===== src/port_p_cfg.svh =====
// constants for the six-bit port configuration block
// assumes 32-bit apb words, one register per aligned word
`ifndef PORT_P_CFG_SVH
`define PORT_P_CFG_SVH

`define PIN_COUNT          6
`define OFS_PIN_INPUT      12'h000
`define OFS_DIRECTION      12'h004
`define OFS_REDUCED_DRIVE  12'h008
`define OFS_PULL_ENABLE    12'h00c
`define OFS_POLARITY       12'h010
`define OFS_OUTPUT_DATA    12'h014
`define OFS_EDGE_FLAGS     12'h018
`define OFS_EDGE_ENABLES   12'h01c
`define CFG_RESET          6'h00
`define PIN_LEVEL_IRQ      5
`define PIN_NMI            1
`define PIN_PWM1           1
`define PIN_PWM0           0
`define FIELD_WIDTH        6

`endif


===== src/port_p_pkg.sv =====
// types for the six-bit port configuration block
// assumes port_p_cfg.svh is compiled alongside
package port_p_pkg;
    typedef logic [5:0] pin_vec_t;
    typedef enum logic [1:0] {
        drive_full      = 2'b00,
        drive_tenth     = 2'b01,
        drive_fifth     = 2'b10
    } drive_level_t;
endpackage


===== src/port_p_pin_config.sv =====
// apb register block: direction, drive, pull, polarity, pin edge irq
// assumes pins synchronous-capable sampling on clk_sys at 10 mhz
//
// Our own choices: the placing of the registers and register access over APB.
`include "port_p_cfg.svh"
`timescale 1ns/1ps
`default_nettype none

module port_p_pin_config
    import port_p_pkg::*;
(
    input  wire logic        clk_sys,
    input  wire logic        arst_n,
    // apb slave side
    input  wire logic        psel,
    input  wire logic        penable,
    input  wire logic        pwrite,
    input  wire logic [11:0] paddr,
    input  wire logic [31:0] pwdata,
    output logic      [31:0] prdata,
    output logic             pready,
    output logic             pslverr,
    // pin levels from the pads
    input  wire logic [5:0]  pin_in,
    // overrides from other functions
    input  wire logic        level_irq_enable,
    input  wire logic        nmi_mask_bit,
    input  wire logic [1:0]  pwm_enable,
    input  wire logic [1:0]  pwm_out,
    // pad controls and interrupt
    output logic      [5:0]  pin_out,
    output logic      [5:0]  pin_oe,
    output logic      [5:0]  pull_enable_out,
    output logic      [5:0]  pull_down_sel,
    output logic      [5:0]  drive_reduced,
    output logic             irq
);

    // configuration and data registers
    pin_vec_t port_direction;
    pin_vec_t port_reduced_drive;
    pin_vec_t port_pull_enable;
    pin_vec_t port_polarity_select;
    pin_vec_t port_output_data;
    pin_vec_t pin_edge_flags;
    pin_vec_t pin_edge_enables;
    // synchronizer stages and edge history
    pin_vec_t sync_a;
    pin_vec_t sync_b;
    pin_vec_t sync_prev;
    // sticky record of the first nmi mask clear
    logic     nmi_latched;

    // bus decode
    wire access_ph   = psel & penable;
    wire wr_en       = access_ph & pwrite;
    wire hit_pin     = paddr == `OFS_PIN_INPUT;
    wire hit_dir     = paddr == `OFS_DIRECTION;
    wire hit_rdr     = paddr == `OFS_REDUCED_DRIVE;
    wire hit_pull    = paddr == `OFS_PULL_ENABLE;
    wire hit_pol     = paddr == `OFS_POLARITY;
    wire hit_data    = paddr == `OFS_OUTPUT_DATA;
    wire hit_flag    = paddr == `OFS_EDGE_FLAGS;
    wire hit_ien     = paddr == `OFS_EDGE_ENABLES;
    wire hit_any     = hit_pin | hit_dir | hit_rdr | hit_pull | hit_pol
                     | hit_data | hit_flag | hit_ien;
    wire pin_vec_t wdata = pwdata[5:0];

    // per-register write strobes
    wire wr_dir      = wr_en & hit_dir;
    wire wr_rdr      = wr_en & hit_rdr;
    wire wr_pull     = wr_en & hit_pull;
    wire wr_pol      = wr_en & hit_pol;
    wire wr_data     = wr_en & hit_data;
    wire wr_ien      = wr_en & hit_ien;
    wire wr_flag     = wr_en & hit_flag;

    // effective direction with overrides
    pin_vec_t force_in;
    pin_vec_t force_out;
    pin_vec_t eff_dir;
    // per-pin driven value, data view and edge
    pin_vec_t drv_val;
    pin_vec_t data_view;
    pin_vec_t edge_hit;
    assign force_in[`PIN_LEVEL_IRQ] = level_irq_enable;
    assign force_in[`PIN_NMI]       = nmi_latched;
    assign force_in[4:2]            = 3'h0;
    assign force_in[0]              = 1'b0;
    assign force_out = {4'h0, pwm_enable};
    assign eff_dir = (port_direction | force_out) & ~force_in;

    // read mux
    wire pin_vec_t rd_field =
        hit_pin  ? sync_b :
        hit_dir  ? port_direction :
        hit_rdr  ? port_reduced_drive :
        hit_pull ? port_pull_enable :
        hit_pol  ? port_polarity_select :
        hit_data ? data_view :
        hit_flag ? pin_edge_flags :
        hit_ien  ? pin_edge_enables : 6'h00;

    // bus answer values ahead of their flops
    wire        next_pready  = psel & ~penable;
    wire        next_pslverr = psel & ~penable & ~hit_any;
    wire [31:0] next_prdata  = {26'h0, rd_field};

    always_ff @(posedge clk_sys or negedge arst_n) begin
        if (!arst_n)
            nmi_latched <= 1'b0;
        else if (!nmi_mask_bit)
            nmi_latched <= 1'b1;
    end

    always_ff @(posedge clk_sys or negedge arst_n) begin
        if (!arst_n)
            port_direction <= `CFG_RESET;
        else if (wr_dir)
            port_direction <= wdata;
    end

    always_ff @(posedge clk_sys or negedge arst_n) begin
        if (!arst_n)
            port_reduced_drive <= `CFG_RESET;
        else if (wr_rdr)
            port_reduced_drive <= wdata;
    end

    always_ff @(posedge clk_sys or negedge arst_n) begin
        if (!arst_n)
            port_pull_enable <= `CFG_RESET;
        else if (wr_pull)
            port_pull_enable <= wdata;
    end

    always_ff @(posedge clk_sys or negedge arst_n) begin
        if (!arst_n)
            port_polarity_select <= `CFG_RESET;
        else if (wr_pol)
            port_polarity_select <= wdata;
    end

    always_ff @(posedge clk_sys or negedge arst_n) begin
        if (!arst_n)
            port_output_data <= `CFG_RESET;
        else if (wr_data)
            port_output_data <= wdata;
    end

    always_ff @(posedge clk_sys or negedge arst_n) begin
        if (!arst_n)
            pin_edge_enables <= `CFG_RESET;
        else if (wr_ien)
            pin_edge_enables <= wdata;
    end

    // ready answers in the access cycle, no waits
    always_ff @(posedge clk_sys or negedge arst_n) begin
        if (!arst_n)
            pready <= 1'b0;
        else
            pready <= next_pready;
    end

    // error flag stands with ready, unmapped only
    always_ff @(posedge clk_sys or negedge arst_n) begin
        if (!arst_n)
            pslverr <= 1'b0;
        else
            pslverr <= next_pslverr;
    end

    // read data taken from the decoded register
    always_ff @(posedge clk_sys or negedge arst_n) begin
        if (!arst_n)
            prdata <= 32'h0000_0000;
        else
            prdata <= next_prdata;
    end

    always_ff @(posedge clk_sys or negedge arst_n) begin
        if (!arst_n)
            irq <= 1'b0;
        else
            irq <= |(pin_edge_flags & pin_edge_enables);
    end

    // per-pin logic: one copy for each port pin
    for (genvar i = 0; i < `PIN_COUNT; i++) begin : g_pin
        // synchronized level and the one before it
        wire now_level  = sync_b[i];
        wire last_level = sync_prev[i];
        // polarity bit: pull-down and rising sense when set
        wire pol_high   = port_polarity_select[i];
        // effective direction of this pin, one = output
        wire is_output  = eff_dir[i];
        // the two edge kinds on the synchronized level
        wire rise_seen  = now_level & ~last_level;
        wire fall_seen  = ~now_level & last_level;
        // write-one-to-clear strobe for this flag
        wire flag_clear = wr_flag & wdata[i];
        // pad control values ahead of their flops
        wire next_pull  = port_pull_enable[i] & ~is_output;
        wire next_drive = port_reduced_drive[i] & is_output;

        assign edge_hit[i] = pol_high ? rise_seen : fall_seen;

        // stored bit if its direction register bit is set, else pin level
        assign data_view[i] = port_direction[i] ? port_output_data[i]
                                                : now_level;

        // pwm value wins on pins that carry a channel
        if (i < 2) begin : g_pwm
            assign drv_val[i] = pwm_enable[i] ? pwm_out[i]
                                              : port_output_data[i];
        end else begin : g_gpio
            assign drv_val[i] = port_output_data[i];
        end

        always_ff @(posedge clk_sys or negedge arst_n) begin
            if (!arst_n) begin
                sync_a[i]    <= 1'b0;
                sync_b[i]    <= 1'b0;
                sync_prev[i] <= 1'b0;
            end else begin
                sync_a[i]    <= pin_in[i];
                sync_b[i]    <= sync_a[i];
                sync_prev[i] <= sync_b[i];
            end
        end

        always_ff @(posedge clk_sys or negedge arst_n) begin
            if (!arst_n)
                pin_edge_flags[i] <= 1'b0;
            else if (edge_hit[i])
                pin_edge_flags[i] <= 1'b1;
            else if (flag_clear)
                pin_edge_flags[i] <= 1'b0;
        end

        // driven value for the pad
        always_ff @(posedge clk_sys or negedge arst_n) begin
            if (!arst_n)
                pin_out[i] <= 1'b0;
            else
                pin_out[i] <= drv_val[i];
        end

        always_ff @(posedge clk_sys or negedge arst_n) begin
            if (!arst_n)
                pin_oe[i] <= 1'b0;
            else
                pin_oe[i] <= is_output;
        end

        always_ff @(posedge clk_sys or negedge arst_n) begin
            if (!arst_n)
                pull_enable_out[i] <= 1'b0;
            else
                pull_enable_out[i] <= next_pull;
        end

        always_ff @(posedge clk_sys or negedge arst_n) begin
            if (!arst_n)
                pull_down_sel[i] <= 1'b0;
            else
                pull_down_sel[i] <= pol_high;
        end

        always_ff @(posedge clk_sys or negedge arst_n) begin
            if (!arst_n)
                drive_reduced[i] <= 1'b0;
            else
                drive_reduced[i] <= next_drive;
        end
    end

endmodule

`default_nettype wire


===== config.mk =====
export PLATFORM = sky130hd
export DESIGN_NAME = port_p_pin_config
export DESIGN_NICKNAME = d
export VERILOG_FILES = /design/src/port_p_pkg.sv /design/src/port_p_pin_config.sv
export VERILOG_INCLUDE_DIRS = /design/src
export SDC_FILE = /design/constraint.sdc
export NUM_CORES = 1
export LEC_CHECK = 0
export ABC_CLOCK_PERIOD_IN_PS = 1200
export BUFFER_PORTS_ARGS = -buffer_cell sky130_fd_sc_hd__buf_2
export CAP_MARGIN = 20
export CORE_MARGIN = 4
export CORE_UTILIZATION = 51
export CTS_CLUSTER_DIAMETER = 120
export DETAILED_ROUTE_END_ITERATION = 7
export PLACE_DENSITY_LB_ADDON = 0.25
export SYNTH_ARGS = -nofsm -noshare
export SYNTH_HDL_FRONTEND = slang
export SYNTH_SLANG_ARGS = --single-unit

===== constraint.sdc =====
create_clock -name clk_sys -period 1.2 [get_ports clk_sys]
set_input_delay 0.12 -clock clk_sys [delete_from_list [all_inputs] [get_ports clk_sys]]
set_output_delay 0.12 -clock clk_sys [all_outputs]
set_load 0.02 [all_outputs]

# Word-level counts from Yosys, hierarchy flattened
# Cells that the tools add are included.
[totals]
wordCells = 186
register_bits = 100
in_bits = 61
[classes]
eq_ne = 7
n_mux = 34
n_bitwise = 72
reduce_logical = 8
[op_table]
columns = ["op", "count"]
rows = [
  ["== test 12 x 5 -> 1 bit (second input constant)", 4],
  ["2-to-1 mux 6 bit", 8],
  ["bitwise AND 1 bit", 41],
  ["2-to-1 mux 1 bit", 26],
  ["== test 12 x 4 -> 1 bit (second input constant)", 2],
  ["NOT 1 bit", 20],
  ["bitwise AND 6 bit", 2],
  ["== test 12 x 3 -> 1 bit (second input constant)", 1],
  ["logical NOT 12 bit", 1],
  ["nonzero test 2 bit", 6],
  ["bitwise OR 1 bit", 7],
  ["NOT 6 bit", 1],
  ["bitwise OR 6 x 2 -> 6 bit", 1],
  ["OR reduction 6 bit", 1],
]

# Logic depth before layout (Yosys ltp)
# Gate-level depths: netlist of run 1.
[depth]
ltp_word = 10
mapped_depth = 7
mapped_depth_nobuf = 5

# Least setup slack after synthesis of run 1
# No wires, ideal clock.
[synth_path]
path_type = "input to register"
from = "input port paddr[9]"
to = "register pin_edge_flags[0]"
path_stages = 5
slack_ns = -0.329
setup_ns = 0.126
t_arrival_ns = 1.403
cell_sequence = "nor3_1 nand4_2 nor3_2 nand2_1 a221o_1"
[synth_via]
elab_chain_len = 4
[synth_rtl]
columns = ["item", "line", "rtl"]
rows = [
  ["start: declaration", "port_p_pin_config.sv:18", "input wire logic [11:0] paddr,"],
  ["== test 12 x 5 -> 1 bit (no source line)", "--", ""],
  ["bitwise AND 1 bit", "port_p_pin_config.sv:76", "wire wr_flag = wr_en & hit_flag;"],
  ["bitwise AND 1 bit", "port_p_pin_config.sv:202", "wire flag_clear = wr_flag & wdata[i];"],
  ["nonzero test 2 bit (no source line)", "--", ""],
  ["end signal: indexed assignment", "port_p_pin_config.sv:235", "pin_edge_flags[i] <= 1'b0;"],
  ["end signal: indexed assignment", "port_p_pin_config.sv:237", "pin_edge_flags[i] <= 1'b1;"],
  ["end signal: indexed assignment", "port_p_pin_config.sv:239", "pin_edge_flags[i] <= 1'b0;"],
  ["end: declaration", "port_p_pin_config.sv:45", "pin_vec_t pin_edge_flags;"],
]
# Every way passes these cells.
# A chain may end at the register's enable or synchronous reset.

# Final worst setup path of run 1
[layout_path]
from = "input port paddr[7]"
to = "register port_pull_enable[4]"
[layout_via]
elab_chain_len = 2
[layout_rtl]
columns = ["item", "line", "rtl"]
rows = [
  ["== test 12 x 4 -> 1 bit (no source line)", "--", ""],
  ["bitwise AND 1 bit", "port_p_pin_config.sv:72", "wire wr_pull = wr_en & hit_pull;"],
  ["end signal: assignment", "port_p_pin_config.sv:132", "port_pull_enable <= `CFG_RESET;"],
  ["end signal: assignment", "port_p_pin_config.sv:134", "port_pull_enable <= wdata;"],
  ["end: declaration", "port_p_pin_config.sv:42", "pin_vec_t port_pull_enable;"],
]
# Every way passes these cells.

==> summary.md, run 1 <==
| Metric | Value |
|---|---|
| Cell Count, Final, Fillers Out | 575 |
| Initial antenna violation count | 0 |
| Post-synth top area cell | dfrtp_1 |
| Synthesized area | 0.004115 sq mm |
| Syn Area/Cell | 12.58 sq um |
| Fraction of power consumed by combinational cells | 0.088 |
| Sw Share | 0.2217 |
| Pre-Repair DR Iteration Count | 4 |
| CTS buffer count | 9 |
| Tot GR Track Use | 0.2007 |
| Distinct cell type count after synthesis | 38 |
| CTS Buffer Depth | 2 |
| Peak VDD IR | 0.7096 mV |
| RSZ-0062 raised after global routing | true |
| Period utilisation layout | 1.169 |
| Register area share after synthesis | 0.6081 |
| PwrDens | 1180 mW/mm^2 |
| Largest net degree at the start of global routing | 32 |
| Status | finished with violations |
| Initial drt markers | ~160 |
| Final Cell Area | between 0.005 and 0.006 sq mm |
| Die height | 97.83 um |
| First-pass GRT wire length | about 15000 um |
| Share of cells above drive strength 1 | 0.4355 |
| Placed Cells | roughly 540 |
| WL final | 9502 um |
| MaxCap Viol Count | 0 |
| Vias in the first global route | 3088 |
| Area Growth Syn to Fin | 35.76% |
| Setup-failing EPs final | 43 |
| Initial Util | 0.5298 |
| Via count of the routed design | 2980 |
| Post-synth EDFFs | 0 |
| Clock Pin Slew Worst Setup and Hold Paths | 90 ps |
| CTS HTree Levels | 3 |
| Final Hold Vio Count | 0 |
| CTS tree | yes |
| Setup slack after layout | -202.7 ps |
| Post-route antenna net violation count | 0 |
| Classification of the worst setup path | in -> reg |
| Synth warn | 0 |
| Ys flop type | dfrtp_1 |
| CP required | 1440 ps |
| Final Net Count | between 500 and 600 |
| Worst hold path class | in -> reg |
| Routed WL per cell | 16.53 um |
| Final core utilization | 0.7192 |
| Fmax | ~710 MHz |
| Root buffer cell | clkbuf_8 |
| # IOs | approximately 130 |
| Largest cells by area after synthesis | dfrtp_1 61%, mux2_1 9.0%, buf_4 4.7%, mux2i_1 2.7%, nor2_1 2.2% |
| Synth top area share | 0.6081 |
| Layout Skew | around 6.6 ps |
| Worst setup SP type | primary input |
| Syn Inst Count | 327 |
| DP HPWL | 6424 um |
| FP Rows | 32 |
| Die ar. | approximately 0.0096 sq mm |
| Leak Pwr | between 0.002 and 0.003 uW |
| Commonest non-fill, non-tap cells in the layout | 99 x dfrtp_1, 70 x buf_2, 38 x buf_4, 31 x mux2_4, 26 x conb_1 |
| Critical path peak fanout | 3 |
| Placed standard-cell area | between 0.004 and 0.005 sq mm |
| #FFs+latches synth | 100 |
| Tmin final | between 1000 and 1500 ps |
| Global route overflow | 0 |
| Net switching power figure | 1462 uW |
| Clock Sinks | 100 |
| Clock Power Share | 0.391 |
| DRC | 0 |
| Internal | 5133 uW |
| Number of port buffers | between 70 and 80 |
| Failing checks | negative setup slack |
| Fin. max-slew vios | 0 |
| Clk Latency, worst-skew pair | between 300 and 400 ps |
| Reg power frac | 0.521 |
| RePlAce Congestion | 0.8643 |
| Die X | between 90 and 100 um |
| Via density | between 5 and 6 |
| CP arrival | 1640 ps |
| Setup crit end kind | register |
| Std-Cell Core Area | 0.007767 sq mm |
| Synth async-reset ratio | 1.000 |
| Antenna diodes | 0 |
| Most common cell after layout, fill and taps aside | dfrtp_1 |
## worst max-delay path, cell delays in order
cell and delay, ps:
buf_6 100, nor4_4 370, nand4_4 190, buf_6 170, nor3_4 230, buf_6 160, mux2_4 300
## Yosys cell counts (all sizes together) (2+ instances only)
master / instances
inv: 7
a221o: 6
nor3: 8
nor2: 24
mux2i: 11
clkbuf: 6
dfrtp: 100
nand3: 4
mux2: 37
o21ai: 11
and3: 3
a22oi: 3
buf: 29
o22ai: 4
nand4: 3
a21oi: 7
a211oi: 2
o221ai: 2
a221oi: 5
nand2b: 6
nand2: 23
and2: 6
nor2b: 12
## state kept, by name, summed over array words and instances, names as in the netlist, 6 cells and up
| name | flops |
|---|---|
| prdata | 6 |
| port_direction | 6 |
| pin_edge_flags | 6 |
| pin_out | 6 |
| port_polarity_select | 6 |
| g_pin.now_level | 6 |
| pull_down_sel | 6 |
| g_pin.last_level | 6 |
| pin_oe | 6 |
| drive_reduced | 6 |
| pin_edge_enables | 6 |
| sync_a | 6 |
| port_reduced_drive | 6 |
| port_output_data | 6 |
| pull_enable_out | 6 |
| port_pull_enable | 6 |
## cell type report
type | instances | area (sq um)
inverter | 7 | 26.28
clock inverter | 4 | 95.09
tap | 102 | 127.6
timing repair buffer | 140 | 1015
sequential | 100 | 2504
multi-input combinational | 210 | 1664
clock buffer | 12 | 155.1
fill | 539 | 2181
## repair_timing
action / in CTS / in global routing
pin swaps: 21 / 16
resized for setup: 46 / 22
setup buffers: 3 / 7
setup endpoints to repair: 42 / 46
endpoints found under the hold margin: 112 / 0
hold buffers: 13 / 0
## final timing paths
kind / startpoint / end / slack [ps] / depth (start not counted)
max: paddr[7] / port_pull_enable[4] / -200 / 7
min: pwm_enable[1] / pin_out[1] / 30 / 2
max reg2reg: port_direction[1] / prdata[1] / -30 / 4
min reg2reg: sync_a[5] / g_pin[5].now_level / 350 / 0
max in group asynchronous: arst_n / port_reduced_drive[5] / 530 / 3
min in group asynchronous: arst_n / pull_down_sel[3] / 200 / 2
## per-stage QoR
stage	setup TNS (ps)	setup slack [ps]	power (uW)	hold WS [ps]
after floorplan	-9428	-307.9	3791	-175.6
after global placement	-20150	-533.8	3990	42.29
after detailed placement	-21760	-584.6	4003	43.50
after CTS	-3330	-145.3	6625	18.84
after global routing	-7842	-243.8	6868	21.33
final	-4946	-202.7	6595	28.11
## power by group through the flow
| stage | sequential [uW] | combinational [uW] | clock (uW) |
|---|---|---|---|
| CTS | 3440 | 553 | 2640 |
| finish | 3430 | 579 | 2580 |
| floorplan | 3510 | 278 | 0 |
| global placement | 3500 | 491 | 0 |
| global route | 3440 | 630 | 2800 |
| detailed placement | 3500 | 501 | 0 |
## kinds of logic (layout without fill, tap and decap cells)
kind of cell,count (synthesis),count (layout),share of synthesized area
compound gates,43,43,0.07266
buf+inv,42,163,0.06294
flops,100,100,0.6081
mux,49,49,0.1335
other cells,1,26,0.0009113
simple gates,92,92,0.1219
## routing by layer
metal,part of all wire,wire [um],global-route usage
met3,0.065,621,0.04071
met2,0.49,4626,0.3152
met4,0.019,179,0.07774
met1,0.43,4074,0.2764
met5,0,0,0
Note: power is estimated with default switching activity, not from simulation.
==> inputs of run 2 (changes only) <==
--- a/config.mk
+++ b/config.mk
@@ -9,9 +9,9 @@
 export ABC_CLOCK_PERIOD_IN_PS = 1200
 export BUFFER_PORTS_ARGS = -buffer_cell sky130_fd_sc_hd__buf_2
 export CAP_MARGIN = 20
-export CORE_MARGIN = 4
-export CORE_UTILIZATION = 51
-export CTS_CLUSTER_DIAMETER = 120
+export CORE_UTILIZATION = 53
+export CTS_BUF_LIST = sky130_fd_sc_hd__clkbuf_8
+export CTS_CLUSTER_DIAMETER = 50
 export DETAILED_ROUTE_END_ITERATION = 7
 export PLACE_DENSITY_LB_ADDON = 0.25
 export SYNTH_ARGS = -nofsm -noshare
==> summary.md, run 2 (same netlist as run 1, synthesis figures left out) <==
| Metric | Value |
|---|---|
| CP max-delay cell | nor4_4 |
| Post-route antenna net violation count | 0 (unchanged) |
| Std-Cell Core Area | 0.007370 sq mm (-5.1%) |
| Final Net Count | 525 (-0.76%) |
| Commonest non-fill, non-tap cells in the layout | 99 x dfrtp_1, 70 x buf_2, 37 x buf_4, 27 x mux2_4, 26 x conb_1 |
| Antenna diodes | 0 (unchanged) |
| Global route overflow | 0 (unchanged) |
| Via count of the routed design | 3026 (+1.5%) |
| CTS buffer count | 9 (unchanged) |
| Peak VDD IR | 0.8559 mV (+21%) |
| DRC | 0 (unchanged) |
| Root buffer cell | clkbuf_8 |
| # IOs | 126 (unchanged) |
| Tot GR Track Use | 0.2485 (+0.04784) |
| Placed standard-cell area | 0.004845 sq mm (-0.59%) |
| CP arrival | 1580 ps (-60 ps) |
| Initial Util | 0.5584 (+0.02860) |
| Clock Pin Slew Worst Setup and Hold Paths | 90 ps (about the same) |
| Status | finished with violations |
| CTS Buffer Depth | 2 (unchanged) |
| CTS HTree Levels | 3 (unchanged) |
| Setup slack after layout | -119.5 ps (+83.18 ps) |
| Classification of the worst setup path | in -> reg |
| Met3 wire length | 718 um (+16%) |
| DP HPWL | 6491 um (+1.0%) |
| Via density | 5.327 (+2.8%) |
| Clock Power Share | 0.398 (+0.007) |
| Setup crit end kind | register |
| RSZ-0062 raised after global routing | true |
| Clk Latency, worst-skew pair | 370 ps (about the same) |
| Sequential Area | 0.002504 sq mm (unchanged) |
| Cell Count, Final, Fillers Out | 568 (-1.2%) |
| Failing checks | negative setup slack |
| Die ar. | 0.008121 sq mm (-15%) |
| WL final | 9540 um (+0.40%) |
| Internal | 5128 uW (about the same) |
| Fmax | 757.8 MHz (+6.3%) |
| Final core utilization | 0.7496 (+0.03034) |
| Vias in the first global route | 3018 (-2.3%) |
| Share of cells above drive strength 1 | 0.4264 (-0.009079) |
| Routed WL per cell | 16.80 um (+1.6%) |
| FP Rows | 31 (-3.1%) |
| PwrDens | 1204 mW/mm^2 (+2.0%) |
| CP required | 1460 ps (+20 ps) |
| Worst setup SP type | primary input |
| Tmin final | 1320 ps (-83.18 ps) |
| Fraction of power consumed by combinational cells | 0.085 (-0.003) |
| Multi-input logic area | 0.001655 sq mm (-0.53%) |
| Final Power | 6648 uW (+0.81%) |
| Most used cell, CP | buf_6 |
| Number of port buffers | 73 (unchanged) |
| Layout Skew | 14.46 ps (+7.825 ps) |
| Worst hold path class | in -> reg |
| Crit path cell chain | buf_6 -> nor4_4 -> nand4_1 -> buf_4 -> nor3_4 -> buf_6 -> mux2_4 |
| Setup-failing EPs final | 37 (-14%) |
| Reg power frac | 0.517 (-0.004) |
| Initial antenna violation count | 0 (unchanged) |
| Die X | 90.12 um (-7.9%) |
| Net switching power figure | 1521 uW (+4.0%) |
| Die height | 90.12 um (-7.9%) |
| Critical path peak fanout | 4 (+1) |
| Worst path max stage delay | 360 ps (about the same) |
| Clock Sinks | 100 (unchanged) |
| Placed Cells | 534 (-0.56%) |
| First-pass GRT wire length | 15320 um (-0.72%) |
| Period utilisation layout | 1.100 (-0.06932) |
| Sw Share | 0.2287 (+0.006992) |
| Largest net degree at the start of global routing | 30 (-6.3%) |
| Leak Pwr | 0.002807 uW (-0.81%) |
| Final-layout fill cell count | 486 (-9.8%) |
| Final Cell Area | 0.005524 sq mm (-1.1%) |
| Highest layer used for signal routing | met4 |
| Initial drt markers | 120 (-23%) |
| Most common cell after layout, fill and taps aside | dfrtp_1 |
| RePlAce Congestion | 0.8445 (-2.3%) |
| Area Growth Syn to Fin | 34.24% |
| Fin. max-slew vios | 0 (unchanged) |
| Pre-Repair DR Iteration Count | 4 (unchanged) |
| MaxCap Viol Count | 0 (unchanged) |
| Final Hold Vio Count | 0 (unchanged) |
| Setup TNS | -2545 ps (+2401 ps) |
| Met2 Wirelength | 4652 um (+0.56%) |
| Wire length on met1 | 3914 um (-3.9%) |
| CTS tree | yes |
==> run 2: cell types whose count changed in the layout (fill, tap and decap cells not counted), moves of 2 or more <==
cell	delta
mux2_1	+4
clkinv_4	+2
buf_12	-2
mux2_4	-4
nand2_1	-3
nand2_2	+2
==> run 2: critical path, delay by kind of cell <==
kind | cells | cell delay (ps)
mux | 1 | 310
buf+inv | 3 | 460
simple gates | 3 | 690
==> run 2: cell type report <==
type                    count  share of cell area
repair buffers            136              0.1730
clock inverters             5             0.01948
clock buffers              11             0.02741
multi-input cells         210              0.2997
inverters                   7            0.004757
well taps                  99             0.02242
flip-flops and latches    100              0.4532
==> run 2: repair_timing <==
| action | 4_1_cts | 5_1_grt |
|---|---|---|
| hold endpoints to repair | 59 | 0 |
| setup endpoints to repair | 43 | 46 |
| resized for setup | 48 | 16 |
| hold buffers | 13 | 0 |
| cloned | 0 | 0 |
| pin swaps | 11 | 13 |
| buffers inserted | 3 | 2 |
==> run 2: power by group through the flow <==
stage / clock network [uW] / registers, uW / logic, uW
floorplan: 0 / 3510 / 278
global placement: 0 / 3500 / 481
detailed placement: 0 / 3500 / 492
CTS: 2670 / 3440 / 547
global route: 2790 / 3440 / 610
finish: 2650 / 3440 / 566
==> run 2: per-stage QoR <==
stage                     hold WS (ps)  worst slack, ps
final                            15.23           -119.5
after global routing             18.96           -182.1
after CTS                        12.71           -114.4
after detailed placement         69.85           -594.1
after global placement           66.44           -522.1
after floorplan                 -175.6           -307.9
==> run 2: path summary, 6_finish.rpt <==
check                                          end  slack [ps]               from  depth (start not counted)
min in group asynchronous                prdata[3]         210             arst_n                          2
max                            port_output_data[1]        -120           paddr[5]                          7
max reg2reg                              prdata[1]          20  port_direction[1]                          4
min reg2reg                     g_pin[3].now_level         360          sync_a[3]                          0
max in group asynchronous  port_polarity_select[1]         440             arst_n                          3
min                                         pready          20               psel                          2
==> run 2: routing by layer <==
layer  track usage  vias up
met5             0        -
met4        0.1156        0
met3       0.05584       23
met2        0.4008      151
met1        0.3212     1490
li1              -     1362
